[src/include/pxr_pkg.sv]
package pxr_pkg;

    // Register byte addresses.
    localparam logic [11:0] OFF_ERR_CTRL    = 12'h118;
    localparam logic [11:0] OFF_HLOG1       = 12'h11c;
    localparam logic [11:0] OFF_HLOG2       = 12'h120;
    localparam logic [11:0] OFF_HLOG3       = 12'h124;
    localparam logic [11:0] OFF_HLOG4       = 12'h128;
    localparam logic [11:0] OFF_SER_HDR     = 12'h180;
    localparam logic [11:0] OFF_SER_LOW     = 12'h184;
    localparam logic [11:0] OFF_SER_HIGH    = 12'h188;
    localparam logic [11:0] OFF_VC_HDR      = 12'h200;
    localparam logic [11:0] OFF_PRIV_CTRL   = 12'h300;
    localparam logic [11:0] OFF_IRQ_STATUS  = 12'h304;
    localparam logic [11:0] OFF_IRQ_MASK    = 12'h308;

    // Error control word fields.
    localparam int FEI_LSB   = 0;
    localparam int FEI_W     = 5;
    localparam int GEN_CAP   = 5;
    localparam int GEN_EN    = 6;
    localparam int CHK_CAP   = 7;
    localparam int CHK_EN    = 8;

    // Capability header fields.
    localparam int CAPABILITY_IDENTIFIER_LSB = 0;
    localparam int CAPABILITY_VERSION_LSB = 16;
    localparam int NXT_LSB   = 20;
    localparam logic [15:0] SER_CAPABILITY_IDENTIFIER  = 16'h0003;
    localparam logic [15:0] VC_CAPABILITY_IDENTIFIER   = 16'h0002;
    localparam logic [3:0]  CAP_VERSION = 4'h1;
    localparam logic [11:0] NXT_RESET  = 12'h000;

    // Reset values.
    localparam logic        GEN_CAP_RST = 1'b1;
    localparam logic        CHK_CAP_RST = 1'b1;
    localparam logic [31:0] WORD_RST    = 32'h0000_0000;

    // Private control: bit 0 unlocks lockable fields for ordinary writes.
    localparam int PRIV_UNLOCK = 0;

    // Interrupt status bits.
    localparam int IRQ_W         = 2;
    localparam int IRQ_FIRST_ERR = 0;
    localparam int IRQ_SER_WR    = 1;

    localparam logic [1:0] RESP_OKAY   = 2'b00;
    localparam logic [1:0] RESP_SLVERR = 2'b10;

endpackage : pxr_pkg

[src/core/pxr_regs.sv]
// Contract
// - First error index captured, read-only.
// - Bit 5 generation capable, resets one.
// - Bit 6 enables CRC generation, RW.
// - Bit 7 check capable, resets one.
// - Bit 8 enables CRC checking, RW.
// - Four header words of first error logged.
// - Serial header identifier reads 0x3.
// - Both headers report version 0x1.
// - Serial low word sticky, resets zero.
// - Serial high word sticky, resets zero.
// - Channel header identifier reads 0x2.
// - Channel next pointer resets zero.
//
// The AXI4-Lite slave port was left to the implementer.
`timescale 1ns/100ps
`default_nettype none
module pxr_regs (
    // Clock and resets.
    input  wire logic        aclk,
    input  wire logic        aresetn,
    input  wire logic        por_n,
    // AXI4-Lite write channels.
    input  wire logic [11:0] s_axi_awaddr,
    input  wire logic        s_axi_awvalid,
    output logic             s_axi_awready,
    input  wire logic [31:0] s_axi_wdata,
    input  wire logic [3:0]  s_axi_wstrb,
    input  wire logic        s_axi_wvalid,
    output logic             s_axi_wready,
    output logic [1:0]       s_axi_bresp,
    output logic             s_axi_bvalid,
    input  wire logic        s_axi_bready,
    // AXI4-Lite read channels.
    input  wire logic [11:0] s_axi_araddr,
    input  wire logic        s_axi_arvalid,
    output logic             s_axi_arready,
    output logic [31:0]      s_axi_rdata,
    output logic [1:0]       s_axi_rresp,
    output logic             s_axi_rvalid,
    input  wire logic        s_axi_rready,
    // Privileged configuration path for lockable fields.
    input  wire logic        priv_wr,
    input  wire logic [11:0] priv_addr,
    input  wire logic [31:0] priv_wdata,
    // Uncorrectable error report from the status logic.
    input  wire logic        err_report,
    input  wire logic [4:0]  err_index,
    input  wire logic [127:0] err_header,
    // Port controls.
    output logic             e2e_crc_gen_on,
    output logic             e2e_crc_check_on,
    output logic             irq
);

    // Sticky state, reset only by por_n.
    logic [4:0]   first_error_index_ff, nxt_first_error_index;
    logic         gen_en_ff, nxt_gen_en;
    logic         chk_en_ff, nxt_chk_en;
    logic [31:0]  hlog_ff [4], nxt_hlog [4];
    logic         logged_ff, nxt_logged;
    logic [31:0]  ser_low_ff, nxt_ser_low;
    logic [31:0]  ser_high_ff, nxt_ser_high;
    // Ordinary state, reset by aresetn.
    logic         gen_cap_ff, nxt_gen_cap;
    logic         chk_cap_ff, nxt_chk_cap;
    logic [11:0]  ser_nxt_ff, nxt_ser_nxt;
    logic [11:0]  vc_nxt_ff, nxt_vc_nxt;
    logic         unlock_ff, nxt_unlock;
    logic [1:0]   irq_st_ff, nxt_irq_st;
    logic [1:0]   irq_mask_ff, nxt_irq_mask;
    // Bus state.
    logic         aw_ff, nxt_aw;
    logic [11:0]  awaddr_ff, nxt_awaddr;
    logic         w_ff, nxt_w;
    logic [31:0]  wdata_ff, nxt_wdata;
    logic [3:0]   wstrb_ff, nxt_wstrb;
    logic         bvalid_ff, nxt_bvalid;
    logic [1:0]   bresp_ff, nxt_bresp;
    logic         rvalid_ff, nxt_rvalid;
    logic [31:0]  rdata_ff, nxt_rdata;
    logic [1:0]   rresp_ff, nxt_rresp;

    logic         wr_do;
    logic [31:0]  wmask;
    logic [31:0]  wmerge;
    logic         wr_hit;
    logic [31:0]  rd_val;
    logic         rd_hit;
    logic         lock_wr;
    logic [31:0]  lock_data;
    logic [11:0]  lock_addr;
    logic         log_now;

    assign s_axi_awready = !aw_ff && !bvalid_ff;
    assign s_axi_wready  = !w_ff && !bvalid_ff;
    assign s_axi_arready = !rvalid_ff;
    assign s_axi_bvalid  = bvalid_ff;
    assign s_axi_bresp   = bresp_ff;
    assign s_axi_rvalid  = rvalid_ff;
    assign s_axi_rdata   = rdata_ff;
    assign s_axi_rresp   = rresp_ff;
    assign e2e_crc_gen_on   = gen_en_ff;
    assign e2e_crc_check_on = chk_en_ff;
    assign irq = |(irq_st_ff & ~irq_mask_ff);

    assign wr_do = aw_ff && w_ff && !bvalid_ff;
    assign log_now = err_report && !logged_ff;

    // Byte-lane mask built per lane.
    for (genvar i = 0; i < 4; i++) begin : g_lane
        assign wmask[i*8 +: 8] = {8{wstrb_ff[i]}};
    end

    // Lockable writes come from the privileged path, or from the bus when unlocked.
    always_comb begin
        lock_wr   = priv_wr;
        lock_addr = priv_addr;
        lock_data = priv_wdata;
        if (!priv_wr && wr_do && unlock_ff) begin
            lock_wr   = 1'b1;
            lock_addr = awaddr_ff;
            lock_data = wmerge;
        end
    end

    // Read decode; reserved bits return zero.
    always_comb begin
        rd_val = 32'h0000_0000;
        rd_hit = 1'b1;
        unique case (s_axi_araddr)
            pxr_pkg::OFF_ERR_CTRL: begin
                rd_val[pxr_pkg::FEI_LSB +: pxr_pkg::FEI_W] = first_error_index_ff;
                rd_val[pxr_pkg::GEN_CAP] = gen_cap_ff;
                rd_val[pxr_pkg::GEN_EN]  = gen_en_ff;
                rd_val[pxr_pkg::CHK_CAP] = chk_cap_ff;
                rd_val[pxr_pkg::CHK_EN]  = chk_en_ff;
            end
            pxr_pkg::OFF_HLOG1: rd_val = hlog_ff[0];
            pxr_pkg::OFF_HLOG2: rd_val = hlog_ff[1];
            pxr_pkg::OFF_HLOG3: rd_val = hlog_ff[2];
            pxr_pkg::OFF_HLOG4: rd_val = hlog_ff[3];
            pxr_pkg::OFF_SER_HDR: begin
                rd_val[pxr_pkg::CAPABILITY_IDENTIFIER_LSB +: 16] = pxr_pkg::SER_CAPABILITY_IDENTIFIER;
                rd_val[pxr_pkg::CAPABILITY_VERSION_LSB +: 4] = pxr_pkg::CAP_VERSION;
                rd_val[pxr_pkg::NXT_LSB +: 12]   = ser_nxt_ff;
            end
            pxr_pkg::OFF_SER_LOW:  rd_val = ser_low_ff;
            pxr_pkg::OFF_SER_HIGH: rd_val = ser_high_ff;
            pxr_pkg::OFF_VC_HDR: begin
                rd_val[pxr_pkg::CAPABILITY_IDENTIFIER_LSB +: 16] = pxr_pkg::VC_CAPABILITY_IDENTIFIER;
                rd_val[pxr_pkg::CAPABILITY_VERSION_LSB +: 4] = pxr_pkg::CAP_VERSION;
                rd_val[pxr_pkg::NXT_LSB +: 12]   = vc_nxt_ff;
            end
            pxr_pkg::OFF_PRIV_CTRL:  rd_val[pxr_pkg::PRIV_UNLOCK] = unlock_ff;
            pxr_pkg::OFF_IRQ_STATUS: rd_val[pxr_pkg::IRQ_W-1:0] = irq_st_ff;
            pxr_pkg::OFF_IRQ_MASK:   rd_val[pxr_pkg::IRQ_W-1:0] = irq_mask_ff;
            default: rd_hit = 1'b0;
        endcase
    end

    // Current value of a lockable register merged with the strobed bytes; other registers take the strobed bytes alone.
    always_comb begin
        wr_hit = 1'b1;
        wmerge = 32'h0000_0000;
        unique case (awaddr_ff)
            pxr_pkg::OFF_HLOG1, pxr_pkg::OFF_HLOG2, pxr_pkg::OFF_HLOG3,
            pxr_pkg::OFF_HLOG4, pxr_pkg::OFF_PRIV_CTRL, pxr_pkg::OFF_IRQ_STATUS,
            pxr_pkg::OFF_IRQ_MASK: wmerge = wdata_ff & wmask;
            // Lockable fields keep their bits in lanes that are not strobed.
            pxr_pkg::OFF_ERR_CTRL: begin
                wmerge = wdata_ff & wmask;
                if (!wstrb_ff[0]) begin
                    wmerge[pxr_pkg::GEN_CAP] = gen_cap_ff;
                    wmerge[pxr_pkg::CHK_CAP] = chk_cap_ff;
                end
            end
            pxr_pkg::OFF_SER_HDR:
                wmerge = (wdata_ff & wmask) | ({ser_nxt_ff, 20'h0_0000} & ~wmask);
            pxr_pkg::OFF_VC_HDR:
                wmerge = (wdata_ff & wmask) | ({vc_nxt_ff, 20'h0_0000} & ~wmask);
            pxr_pkg::OFF_SER_LOW:  wmerge = (wdata_ff & wmask) | (ser_low_ff & ~wmask);
            pxr_pkg::OFF_SER_HIGH: wmerge = (wdata_ff & wmask) | (ser_high_ff & ~wmask);
            default: wr_hit = 1'b0;
        endcase
    end

    // Bus handshake.
    always_comb begin
        nxt_aw     = aw_ff;
        nxt_awaddr = awaddr_ff;
        nxt_w      = w_ff;
        nxt_wdata  = wdata_ff;
        nxt_wstrb  = wstrb_ff;
        nxt_bvalid = bvalid_ff;
        nxt_bresp  = bresp_ff;
        nxt_rvalid = rvalid_ff;
        nxt_rdata  = rdata_ff;
        nxt_rresp  = rresp_ff;
        if (s_axi_awvalid && s_axi_awready) begin
            nxt_aw     = 1'b1;
            nxt_awaddr = s_axi_awaddr;
        end
        if (s_axi_wvalid && s_axi_wready) begin
            nxt_w     = 1'b1;
            nxt_wdata = s_axi_wdata;
            nxt_wstrb = s_axi_wstrb;
        end
        if (wr_do) begin
            nxt_aw     = 1'b0;
            nxt_w      = 1'b0;
            nxt_bvalid = 1'b1;
            nxt_bresp  = wr_hit ? pxr_pkg::RESP_OKAY : pxr_pkg::RESP_SLVERR;
        end
        if (bvalid_ff && s_axi_bready) begin
            nxt_bvalid = 1'b0;
        end
        if (s_axi_arvalid && s_axi_arready) begin
            nxt_rvalid = 1'b1;
            nxt_rdata  = rd_val;
            nxt_rresp  = rd_hit ? pxr_pkg::RESP_OKAY : pxr_pkg::RESP_SLVERR;
        end else if (rvalid_ff && s_axi_rready) begin
            nxt_rvalid = 1'b0;
        end
    end

    // Register updates.
    always_comb begin
        nxt_first_error_index = first_error_index_ff;
        nxt_gen_en   = gen_en_ff;
        nxt_chk_en   = chk_en_ff;
        nxt_hlog     = hlog_ff;
        nxt_logged   = logged_ff;
        nxt_ser_low  = ser_low_ff;
        nxt_ser_high = ser_high_ff;
        nxt_gen_cap  = gen_cap_ff;
        nxt_chk_cap  = chk_cap_ff;
        nxt_ser_nxt  = ser_nxt_ff;
        nxt_vc_nxt   = vc_nxt_ff;
        nxt_unlock   = unlock_ff;
        nxt_irq_st   = irq_st_ff;
        nxt_irq_mask = irq_mask_ff;
        if (wr_do && awaddr_ff == pxr_pkg::OFF_ERR_CTRL && wstrb_ff[0]) begin
            nxt_gen_en = wdata_ff[pxr_pkg::GEN_EN];
        end
        if (wr_do && awaddr_ff == pxr_pkg::OFF_ERR_CTRL && wstrb_ff[1]) begin
            nxt_chk_en = wdata_ff[pxr_pkg::CHK_EN];
        end
        if (wr_do && awaddr_ff == pxr_pkg::OFF_PRIV_CTRL && wstrb_ff[0]) begin
            nxt_unlock = wdata_ff[pxr_pkg::PRIV_UNLOCK];
        end
        if (wr_do && awaddr_ff == pxr_pkg::OFF_IRQ_MASK) begin
            nxt_irq_mask = wmerge[pxr_pkg::IRQ_W-1:0];
        end
        if (wr_do && awaddr_ff == pxr_pkg::OFF_IRQ_STATUS) begin
            nxt_irq_st = irq_st_ff & ~wmerge[pxr_pkg::IRQ_W-1:0];
        end
        if (lock_wr) begin
            unique case (lock_addr)
                pxr_pkg::OFF_ERR_CTRL: begin
                    nxt_gen_cap = lock_data[pxr_pkg::GEN_CAP];
                    nxt_chk_cap = lock_data[pxr_pkg::CHK_CAP];
                end
                pxr_pkg::OFF_SER_HDR:  nxt_ser_nxt  = lock_data[pxr_pkg::NXT_LSB +: 12];
                pxr_pkg::OFF_VC_HDR:   nxt_vc_nxt   = lock_data[pxr_pkg::NXT_LSB +: 12];
                pxr_pkg::OFF_SER_LOW:  nxt_ser_low  = lock_data;
                pxr_pkg::OFF_SER_HIGH: nxt_ser_high = lock_data;
                default: ;
            endcase
            if (lock_addr == pxr_pkg::OFF_SER_LOW || lock_addr == pxr_pkg::OFF_SER_HIGH) begin
                nxt_irq_st[pxr_pkg::IRQ_SER_WR] = 1'b1;
            end
        end
        // Only the first report is logged until power-on reset re-arms it.
        if (log_now) begin
            nxt_first_error_index = err_index;
            nxt_logged = 1'b1;
            nxt_irq_st[pxr_pkg::IRQ_FIRST_ERR] = 1'b1;
            for (int k = 0; k < 4; k++) begin
                nxt_hlog[k] = err_header[k*32 +: 32];
            end
        end
    end

    // Sticky flops, cleared only by power-on reset.
    always_ff @(posedge aclk) begin
        if (!por_n) begin
            first_error_index_ff <= 5'h00;
            gen_en_ff    <= 1'b0;
            chk_en_ff    <= 1'b0;
            logged_ff    <= 1'b0;
            ser_low_ff   <= pxr_pkg::WORD_RST;
            ser_high_ff  <= pxr_pkg::WORD_RST;
            for (int k = 0; k < 4; k++) begin
                hlog_ff[k] <= pxr_pkg::WORD_RST;
            end
        end else begin
            first_error_index_ff <= nxt_first_error_index;
            gen_en_ff    <= nxt_gen_en;
            chk_en_ff    <= nxt_chk_en;
            logged_ff    <= nxt_logged;
            ser_low_ff   <= nxt_ser_low;
            ser_high_ff  <= nxt_ser_high;
            hlog_ff      <= nxt_hlog;
        end
    end

    // Ordinary flops.
    always_ff @(posedge aclk) begin
        if (!aresetn || !por_n) begin
            gen_cap_ff  <= pxr_pkg::GEN_CAP_RST;
            chk_cap_ff  <= pxr_pkg::CHK_CAP_RST;
            ser_nxt_ff  <= pxr_pkg::NXT_RESET;
            vc_nxt_ff   <= pxr_pkg::NXT_RESET;
            unlock_ff   <= 1'b0;
            irq_st_ff   <= 2'b00;
            irq_mask_ff <= 2'b00;
            aw_ff       <= 1'b0;
            awaddr_ff   <= 12'h000;
            w_ff        <= 1'b0;
            wdata_ff    <= 32'h0000_0000;
            wstrb_ff    <= 4'h0;
            bvalid_ff   <= 1'b0;
            bresp_ff    <= 2'b00;
            rvalid_ff   <= 1'b0;
            rdata_ff    <= 32'h0000_0000;
            rresp_ff    <= 2'b00;
        end else begin
            gen_cap_ff  <= nxt_gen_cap;
            chk_cap_ff  <= nxt_chk_cap;
            ser_nxt_ff  <= nxt_ser_nxt;
            vc_nxt_ff   <= nxt_vc_nxt;
            unlock_ff   <= nxt_unlock;
            irq_st_ff   <= nxt_irq_st;
            irq_mask_ff <= nxt_irq_mask;
            aw_ff       <= nxt_aw;
            awaddr_ff   <= nxt_awaddr;
            w_ff        <= nxt_w;
            wdata_ff    <= nxt_wdata;
            wstrb_ff    <= nxt_wstrb;
            bvalid_ff   <= nxt_bvalid;
            bresp_ff    <= nxt_bresp;
            rvalid_ff   <= nxt_rvalid;
            rdata_ff    <= nxt_rdata;
            rresp_ff    <= nxt_rresp;
        end
    end

endmodule : pxr_regs
`default_nettype wire

[config.mk]
export PLATFORM = sky130hd
export DESIGN_NAME = pxr_regs
export DESIGN_NICKNAME = d
export VERILOG_FILES = /design/src/include/pxr_pkg.sv /design/src/core/pxr_regs.sv
export SDC_FILE = /design/constraint.sdc
export NUM_CORES = 1
export LEC_CHECK = 0
export BUFFER_PORTS_ARGS = -buffer_cell sky130_fd_sc_hd__buf_2
export CAP_MARGIN = 20
export CORE_ASPECT_RATIO = 0.75
export CORE_MARGIN = 3
export CORE_UTILIZATION = 27
export CTS_BUF_LIST = sky130_fd_sc_hd__clkbuf_2 sky130_fd_sc_hd__clkbuf_4 sky130_fd_sc_hd__clkbuf_8
export DETAILED_ROUTE_END_ITERATION = 10
export SYNTH_ARGS = -nofsm -noshare
export SYNTH_HDL_FRONTEND = slang
export SYNTH_SLANG_ARGS = --single-unit
[constraint.sdc]
create_clock -name aclk -period 4.2 [get_ports aclk]
set_input_delay 0.42 -clock aclk [delete_from_list [all_inputs] [get_ports aclk]]
set_output_delay 0.42 -clock aclk [all_outputs]
set_load 0.1 [all_outputs]
==> impl_metrics.yaml <==
worst_hold_path:
  worstHoldStart: "err_header[101]"
  hold_path_class: "in -> reg"
  hold_end: "hlog_ff[5]"
  holdPathStages: 3
layout:
  nets: 2259
  layout_commonest_cell: "nand2_1"
  area_growth_pct: 22.2
  seq_area_mm2: 0.00635
  final_cell_mix: "486 x nand2_1, 317 x dfxtp_1, 287 x buf_2"
  num-fill-cells: 5530
  multi_input_area_mm2: 0.00752
  drive_gt1_share_pct: 21.3
  final_area_mm2: 0.0176
cts:
  cts_tree: "yes"
  cts-root-buf: "clkbuf_8"
  cts.sinks: 317
  cts_hold_buffers: 0
  cts-buffers-inserted: 51
  cts-resized-gates: 0
  cts_setup_buffers: 0
  insertion_delay_ns: 0.63
  clk_pin_slew_ns: 0.07
  clk_path_buf_depth: 3
  h-tree-depth: 2
global_route:
  grt.met2_usage_pct: 32.0
  grtUsageMet1_pct: 29.9
  globalRouteOverflowTotal: 0
  met3_usage_pct: 6.38
  grt_max_degree: 112
  grt_antenna_before_repair: 7
  grt_use_total_pct: 21.2
  grt_pass1_vias: 14000
  grt_pass1_wl_mm: 90.0
  busiest_layer: "met2"
sta:
  rsz0062_at_grt: "no"
  finalMaxSlewViolations: 0
  max_slew.worst_pin.slew_ns: 1.12
  setup_tns_ns: 0
  slew-limit-headroom_pct: 24.9
  fin_ws_ns: 1.18
  setup_viol_count_final: 0
  fmax_ghz: 0.331
  post-route-period-util_pct: 71.9
  finalCriticalPeriod_ns: 3.02
  hold_viol: 0
  finClkSkew_ns: 0.0306
yosys:
  synthArstFlopShare_pct: 0
  ys_seq_elements: 317
  synth_edf_count: 0
  synth_cells: 1791
  avgSynthCellArea_um2: 8.05
  syn-cell-area_mm2: 0.0144
  yosysUniqueCellTypes: 66
  synth-main-ff-cell: "dfxtp_1"
  synth_warnings: 0
  yosysSeqAreaShare_pct: 44.0
floorplanning:
  die_x_um: 273
  start_util_pct: 27.6
  ios: 291
  core-area_mm2: 0.0522
  num_rows: 72
  die_area_mm2: 0.0563
  die_h_um: 206
setup_path:
  cp_max_fo: 16
  reg2reg_from: "awaddr_ff[8]"
  r2r_setup_slack_ns: 1.18
  path_cells: "or4b_1, nor4b_1, a21oi_1, o2bb2ai_2, o221ai_1, o21ai_0"
  worstRegToRegCells: 6
  cp_slowest_cell: "o2bb2ai_2"
  r2r-end: "ser_high_ff[3]"
  path_class: "reg -> reg"
  required_ns: 4.73
  arrival_ns: 3.55
  cp_slowest_stage_delay_ns: 0.76
  startpoint_type: "register"
  crit_path_end_kind: "register"
place:
  hpwl_mm: 46.9
  dpl_worst_slack_ns: 1.11
  port_buffers: 288
  gp_congestion: 0.939
  placed_area_mm2: 0.0165
pwr:
  comb_power_share_pct: 8.7
  power.leakage_uw: 0.00652
  pwr_density_cell_mw_per_mm2: 383
  pwr-share-seq_pct: 47.2
  p_clk_share_pct: 44.1
  vdd_drop_max_v: 0.000187
  p_sw_uw: 1800
  intPower_uw: 4940
  p_sw_share_pct: 26.7
routing:
  antenna_left: 0
  avgViaCountPerCell: 5.41
  drc: 0
  routed-via-count: 14900
  wl_mm: 62.2
  wl_per_cell_um: 22.6
  dr.first_iter.drc_count: 1602
  drt-pass1-iter-count: 5
run_status:
  outcome: "completed"
job:
  maxCapViolCount: 0
[cell type report]
type	count	area share (%)
clock inverter	11	0.554
sequential	317	36.0
antenna	2	0.0284
timing repair buffer	318	9.73
inverter	5	0.107
clock buffer	80	5.89
tap	703	4.99
multi-input combinational	1319	42.7
[per-layer routing]
layer / wire [um] / vias up
li1: - / 6869
met1: 28200 / 7267
met2: 26300 / 676
met3: 6470 / 93
met4: 1120 / 8
met5: 59 / -
[cells in the mapped netlist (17+ instances only)]
cell | n | area, um^2
nand2_1 | 487 | 1830
nand3_1 | 44 | 220
dfxtp_1 | 317 | 6350
mux2i_1 | 35 | 350
o21ai_0 | 102 | 510
a31oi_1 | 49 | 307
nor3_1 | 26 | 130
a22oi_1 | 42 | 315
a221o_1 | 17 | 170
a21oi_1 | 62 | 310
clkbuf_1 | 123 | 462
a21boi_0 | 133 | 998
o21ai_1 | 21 | 105
nor2_1 | 43 | 161
a22o_1 | 50 | 438
[flip-flops by register name, indices dropped and copies added (netlist names), 12 cells and up]
register and cells:
awaddr_ff 12, ser_low_ff 32, ser_high_ff 32, ser_nxt_ff 12
vc_nxt_ff 12, wdata_ff 32, s_axi_rdata 32, hlog_ff 128
[worst max-delay path: cells and delay by family (launching register included)]
kind | cells | cell delay [ns]
and+or+nand+nor | 2 | 0.99
DFF | 1 | 0.54
AOI/OAI and AO/OA | 4 | 1.40
[power by group through the flow]
stage               sequential [uW]  combinational [uW]  clock, uW
global route                   3190                 643       3150
CTS                            3180                 587       3010
global placement               3250                 572          0
detailed placement             3250                 585          0
floorplan                      3210                 319          0
finish                         3180                 586       2970
[worst max-delay path by stage]
stage | startpoint | to | cells past startpoint
6_report | awaddr_ff[8] | ser_high_ff[3] | 6
5_1_grt | awaddr_ff[8] | ser_low_ff[3] | 6
4_1_cts | awaddr_ff[8] | ser_high_ff[3] | 6
3_5_place_dp | s_axi_araddr[3] | s_axi_rdata[9] | 7
3_3_place_gp | s_axi_araddr[1] | s_axi_rdata[9] | 7
2_1_floorplan | s_axi_bvalid | wdata_ff[21] | 6
[through the flow]
stage | power [uW] | hold WS, ns | util [%] | instances
finish | 6740 | 0.0392 | 33.8 | 2755
global placement | 3820 | 0.452 | 31.5 | 2661
floorplan | 3530 | 0.436 | - | 1792
detailed placement | 3830 | 0.449 | 31.6 | 2662
CTS | 6770 | 0.0171 | 33.8 | 2753
global route | 6980 | 0.0299 | 33.8 | 2754
[kinds of logic after synthesis]
| logic type | count (synthesis) | synth area share (%) |
|---|---|---|
| simple gates | 707 | 21.5 |
| other cells | 1 | 0.0260 |
| buf+inv | 156 | 4.26 |
| mux | 36 | 2.51 |
| xor+xnor | 2 | 0.121 |
| compound gates | 572 | 27.5 |
| flops | 317 | 44.0 |
(Power assumes the default switching activity.)
